<file path="config.mk">
export PLATFORM = sky130hd
export DESIGN_NAME = sprs_slave
export DESIGN_NICKNAME = d
export VERILOG_FILES = /design/src/design/sprs_slave.v
export VERILOG_INCLUDE_DIRS = /design/src /design/src/design
export SDC_FILE = /design/constraint.sdc
export NUM_CORES = 1
export LEC_CHECK = 0
export ABC_AREA = 1
export BUFFER_PORTS_ARGS = -buffer_cell sky130_fd_sc_hd__clkbuf_2
export CELL_PAD_IN_SITES_DETAIL_PLACEMENT = 1
export CELL_PAD_IN_SITES_GLOBAL_PLACEMENT = 1
export CORE_UTILIZATION = 49
export DETAILED_ROUTE_END_ITERATION = 10
export PLACE_DENSITY_LB_ADDON = 0.15
export SYNTH_ARGS = -nofsm -noshare
export SYNTH_HDL_FRONTEND = slang
export SYNTH_SLANG_ARGS = --single-unit
</file>
<file path="constraint.sdc">
create_clock -name clk_sys -period 5.55 [get_ports clk_sys]
set_clock_uncertainty 0.15 [all_clocks]
set_input_delay 0.8325 -clock clk_sys [delete_from_list [all_inputs] [get_ports clk_sys]]
set_output_delay 0.8325 -clock clk_sys [all_outputs]
set_load 0.03 [all_outputs]
</file>
<file path="src/design/sprs_defs.vh">
`ifndef SPRS_DEFS_VH
`define SPRS_DEFS_VH

// ==========================================================
// command byte fields
`define SPRS_CMD_RW_BIT      0
`define SPRS_CMD_MODE_BIT    4
`define SPRS_CMD_NORMAL_TAG  3'h3
`define SPRS_UNIT_NUMBER     3'h0

// ==========================================================
// global-page interface registers
`define SPRS_ADDR_PAGE       8'hff
`define SPRS_ADDR_DATA       8'hf0
`define SPRS_ADDR_STATUS     8'hfe
`define SPRS_STAT_DONE_BIT   7
`define SPRS_STAT_READ_ACK_FLAG_BIT   5
`define SPRS_PAGE_RESET      8'h00

// ==========================================================
// timing
`define SPRS_CLK_PERIOD_NS   4
`define SPRS_SEL_GAP_NS      200
`define SPRS_SEL_GAP_CYC     ((`SPRS_SEL_GAP_NS + `SPRS_CLK_PERIOD_NS - 1) / `SPRS_CLK_PERIOD_NS)
`define SPRS_FETCH_TIMEOUT   8'h40
`define SPRS_STRAP_AGE       2'h3

`endif

</file>
<file path="src/design/sprs_slave.v">
`timescale 1ns/1ps
`include "sprs_defs.vh"

module sprs_slave (
    // clock and reset
    input  wire        clk_sys,
    input  wire        rst_n,
    // strap
    input  wire        host_or_rom_strap,
    // serial pins
    input  wire        spi_ss_n,
    input  wire        spi_sck,
    input  wire        spi_mosi,
    output reg         spi_miso,
    output reg         spi_miso_oe_n,
    // internal register space
    output reg  [7:0]  reg_page,
    output reg  [7:0]  reg_addr,
    output reg  [7:0]  reg_wdata,
    output reg         reg_wr,
    output reg         reg_rd,
    input  wire [7:0]  reg_rdata,
    input  wire        reg_rvalid,
    // status
    output reg         host_port_sel,
    output reg         cmd_error
);

// ==========================================================
// input synchronisers
reg [2:0] ss_sync;
reg [2:0] sck_sync;
reg [2:0] mosi_sync;
reg       ss_n;
reg       sck;
reg       mosi;

function settle;
    input [2:0] s;
    input       cur;
    begin
        settle = (s[1] == s[2]) ? s[2] : cur;
    end
endfunction

always @(posedge clk_sys or negedge rst_n) begin
    if (!rst_n) begin
        ss_sync   <= 3'h7;
        sck_sync  <= 3'h7;
        mosi_sync <= 3'h0;
        ss_n      <= 1'b1;
        sck       <= 1'b1;
        mosi      <= 1'b0;
    end else begin
        ss_sync   <= {ss_sync[1:0], spi_ss_n};
        sck_sync  <= {sck_sync[1:0], spi_sck};
        mosi_sync <= {mosi_sync[1:0], spi_mosi};
        ss_n      <= settle(ss_sync, ss_n);
        sck       <= settle(sck_sync, sck);
        mosi      <= settle(mosi_sync, mosi);
    end
end

// ==========================================================
// strap capture after reset release
reg       strap_done;
reg [2:0] strap_sync;
reg [1:0] strap_age;

always @(posedge clk_sys or negedge rst_n) begin
    if (!rst_n) begin
        strap_sync    <= 3'h7;
        strap_age     <= 2'h0;
        strap_done    <= 1'b0;
        host_port_sel <= 1'b1;
    end else begin
        strap_sync <= {strap_sync[1:0], host_or_rom_strap};
        if (!strap_done) begin
            if (strap_age != `SPRS_STRAP_AGE)
                strap_age <= strap_age + 2'h1;
            else if (strap_sync[1] == strap_sync[2]) begin
                strap_done    <= 1'b1;
                host_port_sel <= strap_sync[2];
            end
        end
    end
end

// ==========================================================
// edge detect
reg  sck_q;
wire active   = host_port_sel && strap_done && !ss_n;
wire sck_rise = active && sck && !sck_q;
wire sck_fall = active && !sck && sck_q;

always @(posedge clk_sys or negedge rst_n) begin
    if (!rst_n)
        sck_q <= 1'b1;
    else
        sck_q <= sck;
end

// ==========================================================
// byte framing
localparam ST_CMD  = 2'h0;
localparam ST_ADDR = 2'h1;
localparam ST_DATA = 2'h2;
localparam ST_SKIP = 2'h3;

reg [1:0] state;
reg [2:0] bit_cnt;
reg [7:0] shift_in;
reg [7:0] shift_out;
reg [7:0] cmd;
reg [7:0] cur_addr;
reg [7:0] data_win;
reg       xfer_done;
reg       read_ack_flag;
reg       fetch_busy;
reg [7:0] fetch_tmr;

wire [7:0] rx_byte  = {shift_in[6:0], mosi};
wire       byte_end = sck_rise && (bit_cnt == 3'h7);

// ==========================================================
// command and address decode
function cmd_ok;
    input [7:0] c;
    begin
        cmd_ok = (c[3:1] == `SPRS_UNIT_NUMBER) &&
                 (c[`SPRS_CMD_MODE_BIT] ||
                  (c[7:5] == `SPRS_CMD_NORMAL_TAG)) &&
                 !(c[`SPRS_CMD_MODE_BIT] && c[`SPRS_CMD_RW_BIT]);
    end
endfunction

function [7:0] read_value;
    input [7:0] a;
    begin
        case (a)
            `SPRS_ADDR_PAGE:   read_value = reg_page;
            `SPRS_ADDR_DATA:   read_value = data_win;
            `SPRS_ADDR_STATUS: read_value = {xfer_done, 1'b0, read_ack_flag, 5'h00};
            default:           read_value = 8'h00;
        endcase
    end
endfunction

function [7:0] start_addr;
    input       fast;
    input [2:0] off;
    input [7:0] a;
    begin
        start_addr = fast ? a + {5'h00, off} : a;
    end
endfunction

function is_iface;
    input [7:0] a;
    begin
        is_iface = (a == `SPRS_ADDR_PAGE) || (a == `SPRS_ADDR_DATA) ||
                   (a == `SPRS_ADDR_STATUS);
    end
endfunction

// ==========================================================
// command fields
wire       is_write   = cmd[`SPRS_CMD_RW_BIT];
wire       is_fast    = cmd[`SPRS_CMD_MODE_BIT];
wire [7:0] first_addr = start_addr(is_fast, cmd[7:5], rx_byte);

// ==========================================================
// transaction state and data window
always @(posedge clk_sys or negedge rst_n) begin
    if (!rst_n) begin
        state      <= ST_CMD;
        bit_cnt    <= 3'h0;
        shift_in   <= 8'h00;
        shift_out  <= 8'h00;
        cmd        <= 8'h00;
        cur_addr   <= 8'h00;
        data_win   <= 8'h00;
        reg_page   <= `SPRS_PAGE_RESET;
        reg_addr   <= 8'h00;
        reg_wdata  <= 8'h00;
        reg_wr     <= 1'b0;
        reg_rd     <= 1'b0;
        xfer_done  <= 1'b0;
        read_ack_flag       <= 1'b0;
        fetch_busy <= 1'b0;
        fetch_tmr  <= 8'h00;
        cmd_error  <= 1'b0;
    end else begin
        reg_wr <= 1'b0;
        reg_rd <= 1'b0;
        // internal fetch into the data window
        if (fetch_busy) begin
            if (reg_rvalid) begin
                data_win   <= reg_rdata;
                read_ack_flag       <= 1'b1;
                xfer_done  <= 1'b1;
                fetch_busy <= 1'b0;
            end else if (fetch_tmr == `SPRS_FETCH_TIMEOUT) begin
                fetch_busy <= 1'b0;
                xfer_done  <= 1'b1;
            end else begin
                fetch_tmr <= fetch_tmr + 8'h01;
            end
        end
        if (!active) begin
            state   <= ST_CMD;
            bit_cnt <= 3'h0;
        end else begin
            if (sck_rise) begin
                shift_in <= rx_byte;
                bit_cnt  <= bit_cnt + 3'h1;
            end
            if (byte_end) begin
                case (state)
                    ST_CMD: begin
                        cmd       <= rx_byte;
                        cmd_error <= !cmd_ok(rx_byte);
                        state     <= cmd_ok(rx_byte) ? ST_ADDR : ST_SKIP;
                    end
                    ST_ADDR: begin
                        state     <= ST_DATA;
                        cur_addr  <= first_addr;
                        shift_out <= read_value(first_addr);
                        if (!is_write && !is_iface(first_addr)) begin
                            reg_addr   <= first_addr;
                            reg_rd     <= 1'b1;
                            fetch_busy <= 1'b1;
                            fetch_tmr  <= 8'h00;
                            read_ack_flag       <= 1'b0;
                            xfer_done  <= 1'b0;
                        end
                    end
                    ST_DATA: begin
                        cur_addr  <= cur_addr + 8'h01;
                        shift_out <= read_value(cur_addr + 8'h01);
                        if (is_write) begin
                            if (cur_addr == `SPRS_ADDR_PAGE)
                                reg_page <= rx_byte;
                            else begin
                                reg_addr  <= cur_addr;
                                reg_wdata <= rx_byte;
                                reg_wr    <= 1'b1;
                                xfer_done <= 1'b1;
                            end
                        end else if (cur_addr == `SPRS_ADDR_DATA &&
                                     !(fetch_busy && reg_rvalid)) begin
                            read_ack_flag <= 1'b0;
                        end
                    end
                    default: state <= ST_SKIP;
                endcase
            end else if (sck_fall && bit_cnt != 3'h0) begin
                shift_out <= {shift_out[6:0], 1'b0};
            end
        end
    end
end

// ==========================================================
// miso drive
always @(posedge clk_sys or negedge rst_n) begin
    if (!rst_n) begin
        spi_miso      <= 1'b0;
        spi_miso_oe_n <= 1'b1;
    end else begin
        spi_miso_oe_n <= !(active && state == ST_DATA && !is_write);
        if (sck_fall && state == ST_DATA)
            spi_miso <= (bit_cnt == 3'h0) ? shift_out[7] : shift_out[6];
        else if (!active)
            spi_miso <= 1'b0;
    end
end

endmodule

</file>
Yosys cells after proc, flatten, opt, wreduce, memory -nomap -nowiden
Cells that the tools add are included.
Widths: inputs -> output; s select.
- bitwise logic cells: 3
- add/sub/neg operators: 5
- mux-type cells: 63
- eq/ne operators: 26
- reductions and logical operators: 46
- operators by type and width (kind ; count):
    $mux 8 ; 13
    $eq 8x8->1 const B ; 8
    $pmux 8 s2 ; 3
    $pmux 8 s3 ; 2
    $mux 1 ; 37
    $logic_and 1x1->1 ; 17
    $add 8x1->8 const B ; 2
    $reduce_and 3->1 ; 4
    $ne 2x2->1 const B ; 5
    $reduce_and 5->1 ; 2
    $logic_not 1->1 ; 9
    $add 8x3->8 ; 1
    $eq 8x7->1 const B ; 1
    $reduce_and 2->1 ; 4
    $logic_not 3->1 ; 2
    $mux 2 ; 3
    $mux 3 ; 2
    $ne 2x1->1 const B ; 3
    $pmux 2 s3 ; 1
    $reduce_and 6->1 ; 1
    $eq 1x1->1 ; 4
    $pmux 1 s2 ; 2
    $reduce_bool 2->1 ; 2
    $add 3x1->3 const B ; 1
    other kinds (10) ; 14
- register bits after elaboration: 104
- bits of input ports: 15
- output and inout bits: 30

Depth between registers and ports, before layout
Gate-level depths: netlist of the first run.
- depth after elaboration: 11
- gate-level depth with buffers: 19
- gate-level depth less buffers: 18

Least setup slack after synthesis of the first run
No wires, ideal clock.
- path type: reg2reg
- from: register mosi
- to: register reg_addr[6]
- buffers on the path: 1
- arrival: 2130 ps
- setup slack: 3155 ps
- data required time: 5285 ps
- library setup time: 115 ps
- stages on the path, launching flop included: 19
- cell sequence: dfrtp_1 ha_1 inv_1 fa_1 inv_1 nand2_1 nand2_1 nand4_1 nand2_1 nand2_4 nor2_8 nand2_2 nand2_2 nand2_4 nand2_4 buf_8 nand2_4 o21ai_2 inv_2
- cells in the longest elaborated chain, start to end: 9
- elaborated cells on any way between the ends: 13
- ends and longest elaborated chain (item ; RTL line ; text):
    from (decl) ; sprs_slave.v:36 ; reg mosi;
    from (signal assigned) ; sprs_slave.v:60 ; mosi <= settle(mosi_sync, mosi);
    $add 8x3->8 ; sprs_slave.v:154 ; start_addr = fast ? a + {5'h00, off} : a;
    $mux 8 * ; sprs_slave.v:154 ;
    $eq 8x8->1 ; n/a ;
    $logic_or 1x1->1 (2 in a row) ; sprs_slave.v:161 ; is_iface = (a == `SPRS_ADDR_PAGE) || (a == `SPRS_ADDR_DATA) ||
    $logic_not 1->1 ; sprs_slave.v:229 ; if (!is_write && !is_iface(first_addr)) begin
    $logic_and 1x1->1 ; sprs_slave.v:229 ;
    $ne 2x2->1 (no line) ; n/a ;
    $reduce_and 6->1 (no line) ; n/a ;
    to (signal assigned) ; sprs_slave.v:230 ; reg_addr <= first_addr;
    to (signal assigned) ; sprs_slave.v:245 ; reg_addr <= cur_addr;
    to (decl) ; sprs_slave.v:18 ; output reg [7:0] reg_addr,
Every way passes the cells marked *; elsewhere a longest branch is shown, timed or not. The select of a mux whose other input is x is not followed.
A chain may end at the register's enable or synchronous reset.

Worst setup path after layout of the first run
- from: register mosi
- to: register shift_out[5]
- cells in the longest elaborated chain, start to end: 6
- elaborated cells on any way between the ends: 8
- ends and longest elaborated chain (item ; RTL line ; text):
    $add 8x3->8 ; sprs_slave.v:154 ;
    $mux 8 * ; sprs_slave.v:154 ;
    $eq 8x8->1 ; sprs_slave.v:140 ; case (a)
    $pmux 8 s3 * ; sprs_slave.v:140 ;
    $pmux 8 s2 * ; sprs_slave.v:219 ; case (state)
    $mux 8 * ; sprs_slave.v:218 ; if (byte_end) begin
    to (signal assigned) ; sprs_slave.v:228 ; shift_out <= read_value(first_addr);
    to (signal assigned) ; sprs_slave.v:240 ; shift_out <= read_value(cur_addr + 8'h01);
    to (signal assigned) ; sprs_slave.v:258 ; shift_out <= {shift_out[6:0], 1'b0};
    to (decl) ; sprs_slave.v:113 ; reg [7:0] shift_out;
Every way passes the cells marked *; elsewhere a longest branch is shown, timed or not.

==> results of run 1 <==
-- placed cells by master, fill, tap and decap left out, types with 4 or more instances in the layout --
master / n
a21oi_1: 26
dfrtp_1: 87
nand2_2: 7
ha_1: 17
nor2_1: 34
mux2_2: 9
xor2_1: 9
nand4_1: 8
nor3_1: 4
nand2_1: 144
o21ai_1: 21
o21ai_0: 34
nand3_1: 62
clkbuf_8: 9
inv_2: 4
inv_1: 79
clkbuf_2: 43
nand2_4: 6
dfstp_2: 14
-- kinds of logic after synthesis --
family | after synthesis | synth area share, %
xor+xnor | 11 | 1.82
simple gates | 283 | 25.9
fa+ha+maj | 21 | 4.95
mux | 9 | 1.91
flops | 101 | 48.0
buf+inv | 100 | 7.93
compound gates | 93 | 9.51
-- synth_stat cells (7+ instances only) --
cell | instances | area (um^2)
dfstp_2 | 14 | 368
nand2_2 | 7 | 43.8
ha_1 | 17 | 213
inv_1 | 79 | 297
nand3_1 | 62 | 310
nor2_1 | 34 | 128
nand4_1 | 8 | 50.1
mux2_2 | 9 | 101
o21ai_0 | 34 | 170
a21oi_1 | 26 | 130
dfrtp_1 | 87 | 2180
nand2_1 | 144 | 541
o21ai_1 | 21 | 105
xor2_1 | 9 | 78.8
-- layout make-up --
type | instances | share of cell area, %
Timing Repair Buffer | 45 | 3.98
Clock inverter | 3 | 0.325
Sequential cell | 101 | 44.0
Inverter | 85 | 5.54
Clock buffer | 13 | 2.77
Tap cell | 136 | 2.94
Multi-Input combinational cell | 417 | 40.4
-- stage by stage --
step	setup WS [ps]	utilization, %	total power, uW	area [um^2]	hold WS, ps
after global placement	2670	53.8	995	5600	185
after detailed placement	2630	53.8	1000	5600	193
final	2550	55.5	1430	5780	209
after floorplan	3160	-	921	5300	181
after global routing	2330	55.5	1500	5780	212
after CTS	2590	55.5	1450	5780	211
-- layer usage --
metal / part of all wire [%] / up-vias / global-route usage, % / wire, um
met3: 3.1 / 26 / 4.17 / 418
met4: 2.5 / 0 / 10.2 / 339
met5: 0 / - / 0 / 0
met1: 45 / 2179 / 33.5 / 6060
met2: 50 / 93 / 45.1 / 6770
li1: - / 2078 / - / -
-- path summary, 6_finish.rpt --
path                                      start                  endpoint  slack (ps)  cells past startpoint
setup / recovery               mosi$_DFFE_PN0N_  shift_out[5]$_DFFE_PN0P_        2550                     14
hold / removal             ss_sync[0]$_DFF_PN1_      ss_sync[1]$_DFF_PN1_         210                      0
setup reg to reg               mosi$_DFFE_PN0N_  shift_out[5]$_DFFE_PN0P_        2550                     14
hold reg to reg            ss_sync[0]$_DFF_PN1_      ss_sync[1]$_DFF_PN1_         210                      0
max in group asynchronous                 rst_n  reg_wdata[4]$_DFFE_PN0P_        3790                      2
min in group asynchronous                 rst_n   reg_addr[5]$_DFFE_PN0P_         270                      1
-- power breakdown --
part           internal [uW]  total, uW  switching (uW)
Sequential               771        807            36.2
Combinational           49.0        179             130
Clock                    191        443             253
-- flip-flops by register name, indices dropped and copies added, names as in the netlist, 3 cells and up --
register	cells
cmd	5
ss_sync	3
shift_in	7
reg_wdata	8
reg_addr	8
cur_addr	8
data_win	8
fetch_tmr	8
bit_cnt	3
strap_sync	3
mosi_sync	3
reg_page	8
shift_out	8
sck_sync	3
==> flow_summary.json, run 1 <==
{
  "worst_hold_path_type": "flip-flop to flip-flop",
  "cts.sinks": 101,
  "core_region_area_um2": 10400,
  "path_cells": "ha_1 > inv_1 > fa_1 > nand2_1 > nand2_1 > o21ai_1 > nand2_1 > nor3_4 > nand3_1 > nand3_1 > nand2_1 > nand3_1 > nand2_1 > nand2_1",
  "critPathBufInv": 1,
  "post-route-period-util_pct": 54.0,
  "grt_max_degree": 61,
  "grt_pass1_wl_um": 23000,
  "cp_max_fo": 8,
  "synth_edf_count": 0,
  "antenna_found_initial": 0,
  "drt_iter0_drc": 201,
  "cap_violations": 0,
  "syn_nets": 651,
  "diodes": 0,
  "drt_wl_total_um": 13600,
  "initial_core_util_pct": 50.9,
  "crit_path_top_delay_cell": "dfrtp_1",
  "antenna_left": 0,
  "end_kind": "flip-flop",
  "synth-main-ff-cell": "dfrtp_1",
  "tritoncts": "yes",
  "yosysSeqAreaShare_pct": 48.0,
  "yosys_warnings": 0,
  "maxSlewViolCount": 0,
  "port_buffers": 44,
  "ios": 45,
  "overflow": 0,
  "regArea_um2": 2540,
  "routedWlPerCell_um": 17.0,
  "dp_cells": 784,
  "fp.dieW_um": 106,
  "place_hpwl_um": 9980,
  "slowest_delay_ps": 460,
  "rows": 37,
  "htreeDepth": 3,
  "setup_tns_ps": 0,
  "fillers": 1277,
  "syn-instance-count": 618,
  "num_vias": 4376,
  "multi_input_area_um2": 2340,
  "place_congestion": 0.822,
  "final_cells": 800,
  "max-vdd-ir-drop_mv": 0.164,
  "clk_path_buf_depth": 2,
  "drc": 0,
  "setup_viol": 0,
  "clkSlewWorstSetupHoldPaths_ps": 100,
  "synth_cell_types": 46,
  "cts_hold_buf": 0,
  "crit_type": "flip-flop to flip-flop",
  "cts_setup_buffers": 0,
  "cp.arrival_ps": 3170,
  "die_h_um": 106,
  "drt-pass1-iter-count": 5,
  "period_needed_ps": 3000,
  "syn-cell-area_um2": 5300,
  "cp_common_cell": "nand2_1",
  "area_delta_synth_final_pct": 9.04,
  "worst_slew_pin_slew_ps": 927,
  "grt_pass1_vias": 4609,
  "track_usage_pct": 26.3,
  "worstPathRequired_ps": 5720,
  "power_density_nw_per_um2": 247,
  "clk_latency_ps": 380,
  "relSlewSlack_pct": 38.1,
  "startpoint_type": "flip-flop",
  "cts_buffers": 9,
  "async_flop_share_pct": 100,
  "nets": 692,
  "ctsResizeCount": 0,
  "die_area_um2": 11200,
  "clockRootBuffer": "clkbuf_8",
  "avgSynthCellArea_um2": 8.58,
  "yosys_register_bits": 101,
  "drive_above_1_share_pct": 17.9,
  "power_leakage_uw": 0.00289,
  "achievable-frequency_mhz": 334,
  "finalHoldViolations": 0,
  "status": "completed",
  "viasPerCell": 5.47,
  "rsz0062_at_grt": "no",
  "worst_path_dominant_cell_family": "simple AND/OR/NAND/NOR gates"
}
Note: power is estimated with default switching activity, not from simulation.
==> inputs of run 2 (changes only) <==
- CORE_UTILIZATION: 49 -> 41
- clock period: 5.55 -> 2.6 ns (I/O delays scaled with it)
==> flow_summary.json, run 2 (synthesis gave the netlist of run 1 again) <==
{
  "cap_violations": 0,
  "die_area_um2": 13400,
  "core_region_area_um2": 12600,
  "cts_buffers": 9,
  "multi_input_area_um2": 2400,
  "clk_path_buf_depth": 2,
  "die_h_um": 116,
  "antenna_left": 0,
  "worstPathRequired_ps": 2700,
  "viasPerCell": 5.08,
  "power_density_nw_per_um2": 587,
  "overflow": 0,
  "cts.sinks": 101,
  "tritoncts": "yes",
  "area_delta_synth_final_pct": 18.0,
  "drc": 0,
  "max-vdd-ir-drop_mv": 0.457,
  "crit_type": "flip-flop to flip-flop",
  "final_cells": 859,
  "grt_max_degree": 44,
  "met1_usage_pct": 28.8,
  "diodes": 0,
  "setup_viol": 0,
  "achievable-frequency_mhz": 406,
  "slowest_delay_ps": 360,
  "drt-pass1-iter-count": 4,
  "track_usage_pct": 22.4,
  "worstHoldStart": "reg_rdata[4]",
  "grt_pass1_vias": 4509,
  "power_uw": 3670,
  "initial_core_util_pct": 42.0,
  "use_met2_pct": 38.3,
  "worst_slew_pin_slew_ps": 647,
  "rr_startpoint": "mosi$_DFFE_PN0N_",
  "grt_pass1_wl_um": 22900,
  "grt_use_met3_pct": 2.88,
  "clk_latency_ps": 360,
  "layout_commonest_cell": "nand2_1",
  "cp.arrival_ps": 2560,
  "fp.dieW_um": 116,
  "maxSlewViolCount": 0,
  "drt_wl_total_um": 13600,
  "r2r_cells": 18,
  "crit_path_top_delay_cell": "dfrtp_1",
  "rsz0062_at_grt": "yes",
  "worst_path_dominant_cell_family": "simple AND/OR/NAND/NOR gates",
  "drive_above_1_share_pct": 21.7,
  "routedWlPerCell_um": 15.8,
  "worstSetupStartpoint": "mosi$_DFFE_PN0N_",
  "layout_common_cells": "140 x nand2_1, 87 x dfrtp_1, 79 x inv_1",
  "worstReg2RegEnd": "shift_out[4]$_DFFE_PN0P_",
  "htreeDepth": 3,
  "clockRootBuffer": "clkbuf_16",
  "worst_hold_path_type": "input pin to flip-flop",
  "antenna_found_initial": 0,
  "nets": 715,
  "startpoint_type": "flip-flop",
  "cp_common_cell": "nand2_1",
  "power_leakage_uw": 0.00311,
  "fin_util_pct": 49.6,
  "fillers": 1559,
  "port_buffers": 44,
  "rows": 41,
  "post-route-period-util_pct": 94.7,
  "setup_tns_ps": 0,
  "relSlewSlack_pct": 56.5,
  "status": "completed",
  "regArea_um2": 2540,
  "whs_path_depth": 2,
  "grt.busiest_layer": "met2",
  "clkSlewWorstSetupHoldPaths_ps": 70,
  "end_kind": "flip-flop",
  "ios": 45,
  "cp_max_fo": 18,
  "holdWs_ps": 113,
  "place_congestion": 0.806,
  "place_hpwl_um": 10100,
  "critPathBufInv": 3,
  "drt_iter0_drc": 141,
  "finalHoldViolations": 0,
  "period_needed_ps": 2460,
  "path_cells": "ha_2 > inv_1 > fa_2 > inv_1 > nand2_1 > nand2_2 > nand3_1 > nand2_1 > nand2_2 > nand2_4 > nor2_8 > buf_12 > nand3_1 > nand2_1 > nand2_1 > nand2_1 > o21ai_1 > nand2_1",
  "dp_cells": 836,
  "num_vias": 4366,
  "hold_end": "data_win[4]$_DFFE_PN0P_",
  "r2r_slack_ps": 140
}
run 2: cell count changes in the layout (fill, tap and decap cells not counted), moves of 3 or more:
| cell | change |
|---|---|
| clkbuf_1 | -3 |
| nand2_1 | -4 |
| buf_4 | +16 |
| clkbuf_8 | -9 |
| dlygate4sd3_1 | +5 |
| clkbuf_16 | +11 |
run 2: final cells by class:
cell class	instances	share of cell area [%]
inverter	85	5.12
tap	172	3.44
sequential	101	40.7
clock inverter	4	0.600
clock buffer	12	4.80
timing repair buffer	68	7.04
multi-input combinational	417	38.3
run 2: worst max path at each step:
stage,to,slack [ps],depth (start not counted)
after detailed placement,reg_addr[1]$_DFFE_PN0P_,20,15
after global placement,shift_out[7]$_DFFE_PN0P_,120,14
after floorplan,reg_addr[6]$_DFFE_PN0P_,210,18
after CTS,shift_out[4]$_DFFE_PN0P_,7,14
final,shift_out[4]$_DFFE_PN0P_,140,18
after global routing,shift_out[4]$_DFFE_PN0P_,-60,18
run 2: where the power goes:
| part | internal (uW) | switching, uW | total (uW) |
|---|---|---|---|
| registers | 1650 | 59.9 | 1710 |
| logic | 165 | 314 | 480 |
| clock network | 840 | 647 | 1490 |
| total | 2650 | 1020 | 3670 |
run 2: what timing repair did:
action	in CTS	in global routing
gates resized for setup	0	14
setup buffers	0	2
hold buffers	5	0
setup endpoints to repair	0	26
hold endpoints to repair	41	0
run 2: routing by layer:
layer | vias up | part of all wire, %
met5 | - | 0
met4 | 0 | 1.7
met3 | 15 | 2.6
met2 | 54 | 51
met1 | 2171 | 45
li1 | 2126 | -
run 2: stage by stage:
step | setup slack, ps | cell area (um^2)
6_report | 137 | 6260
4_1_cts | 6.94 | 6180
2_1_floorplan | 205 | 5300
3_3_place_gp | 123 | 5790
5_1_grt | -63.2 | 6260
3_5_place_dp | 19.5 | 5790
run 2: worst register-to-register path, stage by stage (launching register included):
cell	delay, ps
dfrtp_1	360
ha_2	180
inv_1	50
fa_2	340
inv_1	80
nand2_1	90
nand2_2	110
nand3_1	80
nand2_1	90
nand2_2	80
nand2_4	90
nor2_8	40
buf_12	140
nand3_1	80
nand2_1	80
nand2_1	70
nand2_1	50
o21ai_1	130
nand2_1	60
